--- config.mk ---
export PLATFORM = sky130hd
export DESIGN_NAME = stap_core
export DESIGN_NICKNAME = d
export VERILOG_FILES = /design/src/pkg/stap_pkg.sv /design/src/core/stap_core.sv
export SDC_FILE = /design/constraint.sdc
export NUM_CORES = 1
export LEC_CHECK = 0
export BUFFER_PORTS_ARGS = -buffer_cell sky130_fd_sc_hd__buf_2
export CORE_AREA = 2 2 91 93
export DETAILED_ROUTE_END_ITERATION = 10
export DIE_AREA = 0 0 93 95
export GPL_TIMING_DRIVEN = 0
export PLACE_DENSITY = 0.65
export REMOVE_ABC_BUFFERS = 1
export SETUP_SLACK_MARGIN = 0.02
export SLEW_MARGIN = 20
export SYNTH_ARGS = -nofsm -noshare
export SYNTH_HDL_FRONTEND = slang
export SYNTH_SLANG_ARGS = --single-unit
--- constraint.sdc ---
create_clock -name ref_clk -period 1.8 [get_ports ref_clk]
set_input_delay 0.27 -clock ref_clk [delete_from_list [all_inputs] [get_ports ref_clk]]
set_output_delay 0.27 -clock ref_clk [all_outputs]
set_load 0.005 [all_outputs]
--- src/pkg/stap_pkg.sv ---
// Constants and types for the SRAM test access port logic
package stap_pkg;
  // Instruction register width and codes
  localparam int          IR_W          = 3;
  localparam logic [2:0]  OP_EXTERNAL   = 3'h0;
  localparam logic [2:0]  OP_IDENT      = 3'h1;
  localparam logic [2:0]  OP_SAMPLE_Z   = 3'h2;
  localparam logic [2:0]  OP_RESERVED_A = 3'h3;
  localparam logic [2:0]  OP_SAMPLE     = 3'h4;
  localparam logic [2:0]  OP_PRIVATE    = 3'h5;
  localparam logic [2:0]  OP_RESERVED_B = 3'h6;
  localparam logic [2:0]  OP_BYPASS     = 3'h7;
  // Capture-IR fixed pattern in the two low bits
  localparam logic [1:0]  IR_CAPTURE    = 2'h1;
  // Identification register
  localparam int          ID_W          = 32;
  // Five TMS-high edges reach reset from any state
  localparam int          RESET_TMS_EDGES = 5;

  // Controller states
  typedef enum logic [3:0] {
    ST_RESET, ST_IDLE, ST_SEL_DR, ST_CAP_DR, ST_SHIFT_DR, ST_EXIT1_DR,
    ST_PAUSE_DR, ST_EXIT2_DR, ST_UPD_DR, ST_SEL_IR, ST_CAP_IR,
    ST_SHIFT_IR, ST_EXIT1_IR, ST_PAUSE_IR, ST_EXIT2_IR, ST_UPD_IR
  } stap_state_t;

  // Data register selection
  typedef enum logic [1:0] {
    SEL_BYPASS, SEL_BOUNDARY, SEL_IDENT
  } stap_sel_t;
endpackage

--- src/core/stap_core.sv ---
// Test access port controller, instruction decode and data registers
`timescale 1ns/100ps
module stap_core #(
  parameter int                 BSR_W     = 16,          // Boundary length
  parameter logic [BSR_W-1:0]   PIN_MASK  = {BSR_W{1'b1}}, // 1 = has a pin
  parameter logic [BSR_W-1:0]   CELL_DFLT = {BSR_W{1'b1}}, // Pinless value
  parameter logic [31:0]        ID_CODE   = 32'h0000_0001  // Arbitrary value
) (
  // System clock and reset
  input  wire logic             ref_clk,
  input  wire logic             reset,
  // Test port pins, asynchronous to ref_clk
  input  wire logic             tck,
  input  wire logic             tms,
  input  wire logic             tdi,
  output logic                  tdo,
  output logic                  tdo_oe,
  // RAM pad ring: sampled levels and scan-driven outputs
  input  wire logic [BSR_W-1:0] pad_level,
  output logic      [BSR_W-1:0] pad_scan_value,
  output logic                  pad_scan_drive,
  output logic                  pad_force_hiz
);
  import stap_pkg::*;

  // Whole module state in one record
  typedef struct packed {
    logic [1:0]        tck_s;     // Two-stage synchroniser of tck
    logic [1:0]        tms_s;     // Synchroniser of tms
    logic [1:0]        tdi_s;     // Synchroniser of tdi
    logic              tck_d;     // Previous synced tck, for edges
    stap_state_t       state;     // Controller state
    logic [2:0]        ir_shift;  // Instruction shift stage
    logic [2:0]        ir;        // Current instruction
    logic              bypass;    // Bypass cell
    logic [31:0]       ident;     // Identification register
    logic [BSR_W-1:0]  bsr;       // Boundary shift stage
    logic [BSR_W-1:0]  bsr_upd;   // Boundary update latch
    logic              drive;     // Outputs driven from boundary
    logic              tdo;       // Serial out, updated on fall
    logic              tdo_oe;    // Serial out enable
  } stap_st_t;

  stap_st_t st_reg;
  stap_st_t st_next;

  // Decode an instruction to its data register
  function automatic stap_sel_t sel_of(input logic [2:0] op);
    unique case (op)
      OP_EXTERNAL, OP_SAMPLE, OP_SAMPLE_Z : sel_of = SEL_BOUNDARY;
      OP_IDENT                            : sel_of = SEL_IDENT;
      // Reserved, private and bypass all take the bypass cell
      default                             : sel_of = SEL_BYPASS;
    endcase
  endfunction

  // Next controller state from TMS
  function automatic stap_state_t step(input stap_state_t s, input logic m);
    unique case (s)
      ST_RESET    : step = m ? ST_RESET    : ST_IDLE;
      ST_IDLE     : step = m ? ST_SEL_DR   : ST_IDLE;
      ST_SEL_DR   : step = m ? ST_SEL_IR   : ST_CAP_DR;
      ST_CAP_DR   : step = m ? ST_EXIT1_DR : ST_SHIFT_DR;
      ST_SHIFT_DR : step = m ? ST_EXIT1_DR : ST_SHIFT_DR;
      ST_EXIT1_DR : step = m ? ST_UPD_DR   : ST_PAUSE_DR;
      ST_PAUSE_DR : step = m ? ST_EXIT2_DR : ST_PAUSE_DR;
      ST_EXIT2_DR : step = m ? ST_UPD_DR   : ST_SHIFT_DR;
      ST_UPD_DR   : step = m ? ST_SEL_DR   : ST_IDLE;
      ST_SEL_IR   : step = m ? ST_RESET    : ST_CAP_IR;
      ST_CAP_IR   : step = m ? ST_EXIT1_IR : ST_SHIFT_IR;
      ST_SHIFT_IR : step = m ? ST_EXIT1_IR : ST_SHIFT_IR;
      ST_EXIT1_IR : step = m ? ST_UPD_IR   : ST_PAUSE_IR;
      ST_PAUSE_IR : step = m ? ST_EXIT2_IR : ST_PAUSE_IR;
      ST_EXIT2_IR : step = m ? ST_UPD_IR   : ST_SHIFT_IR;
      ST_UPD_IR   : step = m ? ST_SEL_DR   : ST_IDLE;
    endcase
  endfunction

  // Edge flags of the synchronised test clock
  logic      tck_rise;
  logic      tck_fall;
  stap_sel_t cur_sel;
  logic      serial_bit;

  // Edges read only the second stage and its delayed copy
  assign tck_rise = st_reg.tck_s[1] & ~st_reg.tck_d;
  assign tck_fall = ~st_reg.tck_s[1] & st_reg.tck_d;
  assign cur_sel  = sel_of(st_reg.ir);

  // Bit that leaves the selected register on the next fall
  always_comb begin
    if (st_reg.state == ST_SHIFT_IR) begin
      serial_bit = st_reg.ir_shift[0];
    end else begin
      unique case (cur_sel)
        SEL_BOUNDARY : serial_bit = st_reg.bsr[0];
        SEL_IDENT    : serial_bit = st_reg.ident[0];
        default      : serial_bit = st_reg.bypass;
      endcase
    end
  end

  // Next-state logic for the whole record
  always_comb begin
    st_next       = st_reg;
    // Test port pins pass two flops before any logic reads them
    st_next.tck_s = {st_reg.tck_s[0], tck};
    st_next.tms_s = {st_reg.tms_s[0], tms};
    st_next.tdi_s = {st_reg.tdi_s[0], tdi};
    st_next.tck_d = st_reg.tck_s[1];

    // Rising edge: sample TMS/TDI, capture and shift
    if (tck_rise) begin
      // Held TMS high walks every path to reset in five
      st_next.state = step(st_reg.state, st_reg.tms_s[1]);
      unique case (st_reg.state)
        ST_CAP_IR : begin
          st_next.ir_shift = {st_reg.ir[2], IR_CAPTURE};
        end
        ST_SHIFT_IR : begin
          st_next.ir_shift = {st_reg.tdi_s[1], st_reg.ir_shift[2:1]};
        end
        ST_CAP_DR : begin
          unique case (cur_sel)
            // Pinless cells take defaults; pins give levels
            SEL_BOUNDARY : st_next.bsr = (pad_level & PIN_MASK)
                                       | (CELL_DFLT & ~PIN_MASK);
            SEL_IDENT    : st_next.ident = ID_CODE;
            default      : st_next.bypass = 1'b0;
          endcase
        end
        ST_SHIFT_DR : begin
          unique case (cur_sel)
            SEL_BOUNDARY : st_next.bsr =
              {st_reg.tdi_s[1], st_reg.bsr[BSR_W-1:1]};
            SEL_IDENT    : st_next.ident =
              {st_reg.tdi_s[1], st_reg.ident[31:1]};
            default      : st_next.bypass = st_reg.tdi_s[1];
          endcase
        end
        default : begin
        end
      endcase
    end

    // Falling edge: present serial out and apply updates
    if (tck_fall) begin
      st_next.tdo    = serial_bit;
      // Entering Test-Logic-Reset restores ident at the next fall,
      // so pad controls still move only on falling test clock
      if (st_reg.state == ST_RESET) begin
        st_next.ir    = OP_IDENT;
        st_next.drive = 1'b0;
      end
      // Output enabled only while shifting
      st_next.tdo_oe = (st_reg.state == ST_SHIFT_DR)
                     | (st_reg.state == ST_SHIFT_IR);
      if (st_reg.state == ST_UPD_IR) begin
        // New code takes effect only here
        st_next.ir    = st_reg.ir_shift;
        // External test drives the latched pattern out
        st_next.drive = (st_reg.ir_shift == OP_EXTERNAL);
        st_next.bsr_upd = st_reg.bsr;
      end
      if (st_reg.state == ST_UPD_DR && cur_sel == SEL_BOUNDARY) begin
        st_next.bsr_upd = st_reg.bsr;
      end
    end

    // Power-up reset: also the Test-Logic-Reset state
    if (reset) begin
      st_next          = '0;
      st_next.state    = ST_RESET;
      st_next.ir       = OP_IDENT;
      st_next.bypass   = 1'b0;
    end
  end

  // Register the record
  always_ff @(posedge ref_clk) begin
    st_reg <= st_next;
  end

  // Pin outputs; RAM inputs are never blocked here
  assign tdo            = st_reg.tdo;
  assign tdo_oe         = st_reg.tdo_oe;
  assign pad_scan_value = st_reg.bsr_upd;
  assign pad_scan_drive = st_reg.drive;
  assign pad_force_hiz  = (st_reg.ir == OP_SAMPLE_Z);

endmodule // stap_core

==> run summary <==
The run finished with clean final reports. Yosys mapped a number of flops with a built-in enable equal to 0. Clock latency on the worst-skew pair, taken at its later pin, is 0.34 ns. In the finished design, the share of the clock period the worst path needs comes to 92.1%.

Type of element launching the critical path: a register. The number of global-route vias before repair was 2840; the total of hold buffers inserted after clock tree synthesis was 0. Wires add up to 8.39 mm.

The run gives 0 as the total of max-cap violations. For this configuration, the core starts out at a cell density of 47.8%. During synthesis, Yosys emitted a total of 0 warnings.

Biggest fanout along the worst timing path: 17. For this run the aggregate overflow at the end of global routing stands at 0. In this run the core area contains 33 standard-cell rows.

The die covers 8840 µm². By instance count, the leading cell after synthesis is sky130_fd_sc_hd__dfxtp_1. Counting I/O delays and the setup requirement, the final critical path takes 1.66 ns. At the end of routability-driven placement, the weighted congestion stood at 0.733. Setup repair after global routing could not meet its margin everywhere. The share of the synthesized area in the top cell type came out at 44.9%. Across all layers, the routed design uses 3174 vias. After technology mapping, the gate count stands at 454.

The tree built by TritonCTS fans out to 85 sinks. Adding up every negative setup slack in the final design gives 0 ns. The final-report hold violation count is 0, and the sequential-to-total area share from yosys stat is 44.9%. Measured along the x axis, the die boundary spans 93 µm. Counting along the longest clock path gives a buffer depth of 2. CTS built an H-tree with a depth of 3. Once detail routing completed, the nets flagged for antenna violations numbered 0. The run gives 58 as the pin count of the biggest net entering global routing. The filler cells instantiated in the layout total 758. The global router's overall resource usage is 19.3%, and the leakage power is 1.54 nW. The vertical die dimension was 95 µm; the measured slew at the worst slew-check pin was 0.584 ns.

The global-route wire length before repair came out at 13.7 mm. Clock-pin slew on the worst setup and hold paths: 0.08 ns. Setup violations remaining at the end of the flow were counted as 0.

STA classifies the critical path endpoint as a register. The half-perimeter wire length of the detailed placement result was 4.69 mm. The tree is rooted in a sky130_fd_sc_hd__clkbuf_8. Dividing the detail-routed via count by the number of cells gives 5.51.

The worst hold slack was 0.137 ns; the sequential cell area in the final layout was 1710 µm². First-pass detailed-route iteration total: 5. The total power per unit cell area was 834 nW/µm².

The maximum VDD drop was 0.449 mV; the synthesized flop and latch total was 85. The area overhead of the layout relative to synthesis works out to 13.9%. The path class of the tightest hold or removal check is input pin to register. By startpoint and endpoint, the worst setup path is classified as register to register. Headroom to the max-slew limit came out at 61.0%.

At the worst endpoint, the arrival time is 1.92 ns. The synthesized design spends more area on one cell type than any other, namely sky130_fd_sc_hd__dfxtp_1. In this run, distinct cell masters in the synthesized netlist total 47.

For this run, asynchronously set or reset flops after synthesis account for 0%. The tools report the I/O pin count as 41. The register with the most flip-flops in the layout has 66 of them.

Number of violations reported at the end of detailed-routing iteration 0: 176. Yosys attributes the largest share of cell area to sky130_fd_sc_hd__dfxtp_1 45%, sky130_fd_sc_hd__a21oi_1 7.1%, sky130_fd_sc_hd__nand2_1 6.6%. After detailed routing, the average wire length per cell comes to 14.6 µm.

In this design, the stage delay of the slowest critical-path cell is 0.49 ns. In the final design database the tool counted 489 nets. At the worst endpoint, the required time is 2.06 ns. A synthesized cell averages 8.34 µm².

Antenna cell count: 0. Counting the buffers created by CTS gives 9. In the final layout, the multi-input gates occupy 1850 µm². TritonCTS built the clock tree.

Number of antenna violations at the first check in global routing: 0. The most common flop cell mapped by yosys is sky130_fd_sc_hd__dfxtp_1. The number of pins exceeding their max-slew limit in the final report is 0, and the number of I/O port buffers is 40. Across the routed clock network, the largest skew measured is 0.00998 ns. In the routed design, unresolved DRC markers number 0. In this run the cell area of the synthesized design comes to 3790 µm². On the critical path, the stage with the largest delay is an instance of sky130_fd_sc_hd__dfxtp_2. The tools report the maximum clock rate as 603 MHz. The commonest cells after synthesis are 85 x sky130_fd_sc_hd__dfxtp_1, 67 x sky130_fd_sc_hd__nand2_1, 54 x sky130_fd_sc_hd__a21oi_1.

The share of post-route cells with drive strength above 1 works out to 20.8%. The critical path goes through nor3b_4, buf_4, o211a_4, nand3_1, a21oi_1. For the area of the core region, the log shows 7930 µm².
per-stage QoR:
step / utilization, % / cell area (µm²) / instances / power (W) / worst slack (ns)
after global placement: 47.8 / 3790 / 543 / 0.00203 / -2.60
after detailed placement: 48.8 / 3860 / 547 / 0.00204 / -0.427
after CTS: 53.4 / 4230 / 572 / 0.00363 / 0.0227
after floorplan: - / 3460 / 398 / 0.00197 / -1.36
after global routing: 54.4 / 4320 / 576 / 0.00373 / -0.0102
final: 54.4 / 4320 / 576 / 0.00360 / 0.143
worst paths after layout:
path,from,end,slack [ns],cells after the start
max,st_reg[76],st_reg[39],0.14,5
max reg2reg,st_reg[76],st_reg[39],0.14,5
min,tms,st_reg[81],0.14,2
min reg2reg,st_reg[81],st_reg[82],0.44,1
where the power goes:
group / internal, W / switching, W / total, W
logic: 0.0000416 / 0.0000614 / 0.000103
registers: 0.00188 / 0.0000136 / 0.00190
clock network: 0.000923 / 0.000677 / 0.00160
cells by family (layout without fill, tap and decap cells):
kind of cell               count (synthesis)  after routing  synth area share (%)
and+or+nand+nor                          187            187                  23.8
adders and majority gates                  2              2                 0.661
DFF                                       85             85                  44.9
xor gates and xnor gates                   1              1                 0.231
buffers and inverters                     60             74                  9.05
muxes                                      4              4                  1.06
AOI/OAI and AO/OA                        115            118                  20.3
layer usage:
metal	vias to the layer above	track usage, %	share of wire (%)
li1	1601	-	-
met1	1503	24.8	47
met2	62	32.2	48
met3	8	3.99	3.7
met4	0	6.86	1.2
met5	-	0	0
cell type report:
cell class	instances	share of cell area, %
well taps	105	3.04
clock buffers	10	2.96
repair buffers	54	8.55
flip-flops and latches	85	39.7
multi-input cells	312	42.8
clock inverters	6	2.58
inverters	4	0.348
worst max-delay path: cells and delay by family, from the launching register on:
family	cells	cell delay [ns]
DFF	1	0.49
AOI/OAI and AO/OA	2	0.48
and+or+nand+nor	2	0.42
buffers and inverters	1	0.19
layout by cell type, fill, tap and decap left out, drive strengths merged, types with 2 or more instances in the layout:
cell,synthesis,final
nor3b,5,5
clkbuf,13,10
a32oi,2,2
ha,2,2
nand2b,2,2
a311oi,16,16
and4,2,2
clkinv,0,2
dfxtp,85,85
and3,2,2
a211oi,5,5
nor2,34,34
o21ai,22,22
o211ai,3,4
nand2,69,69
o211a,2,4
buf,43,54
nor3,5,5
mux2i,4,4
bufinv,0,3
nand3,47,47
inv,4,4
and2,2,2
a21oi,54,54
nor2b,12,12
a22oi,3,3
timing repair:
item / CTS / global route
endpoints found under the hold margin: 0 / 0
gates resized for setup: 13 / 7
setup endpoints to repair: 67 / 62
pin swaps: 6 / 2
setup buffers: 7 / 3
gates cloned: 2 / 1
(Power assumes the default switching activity.)
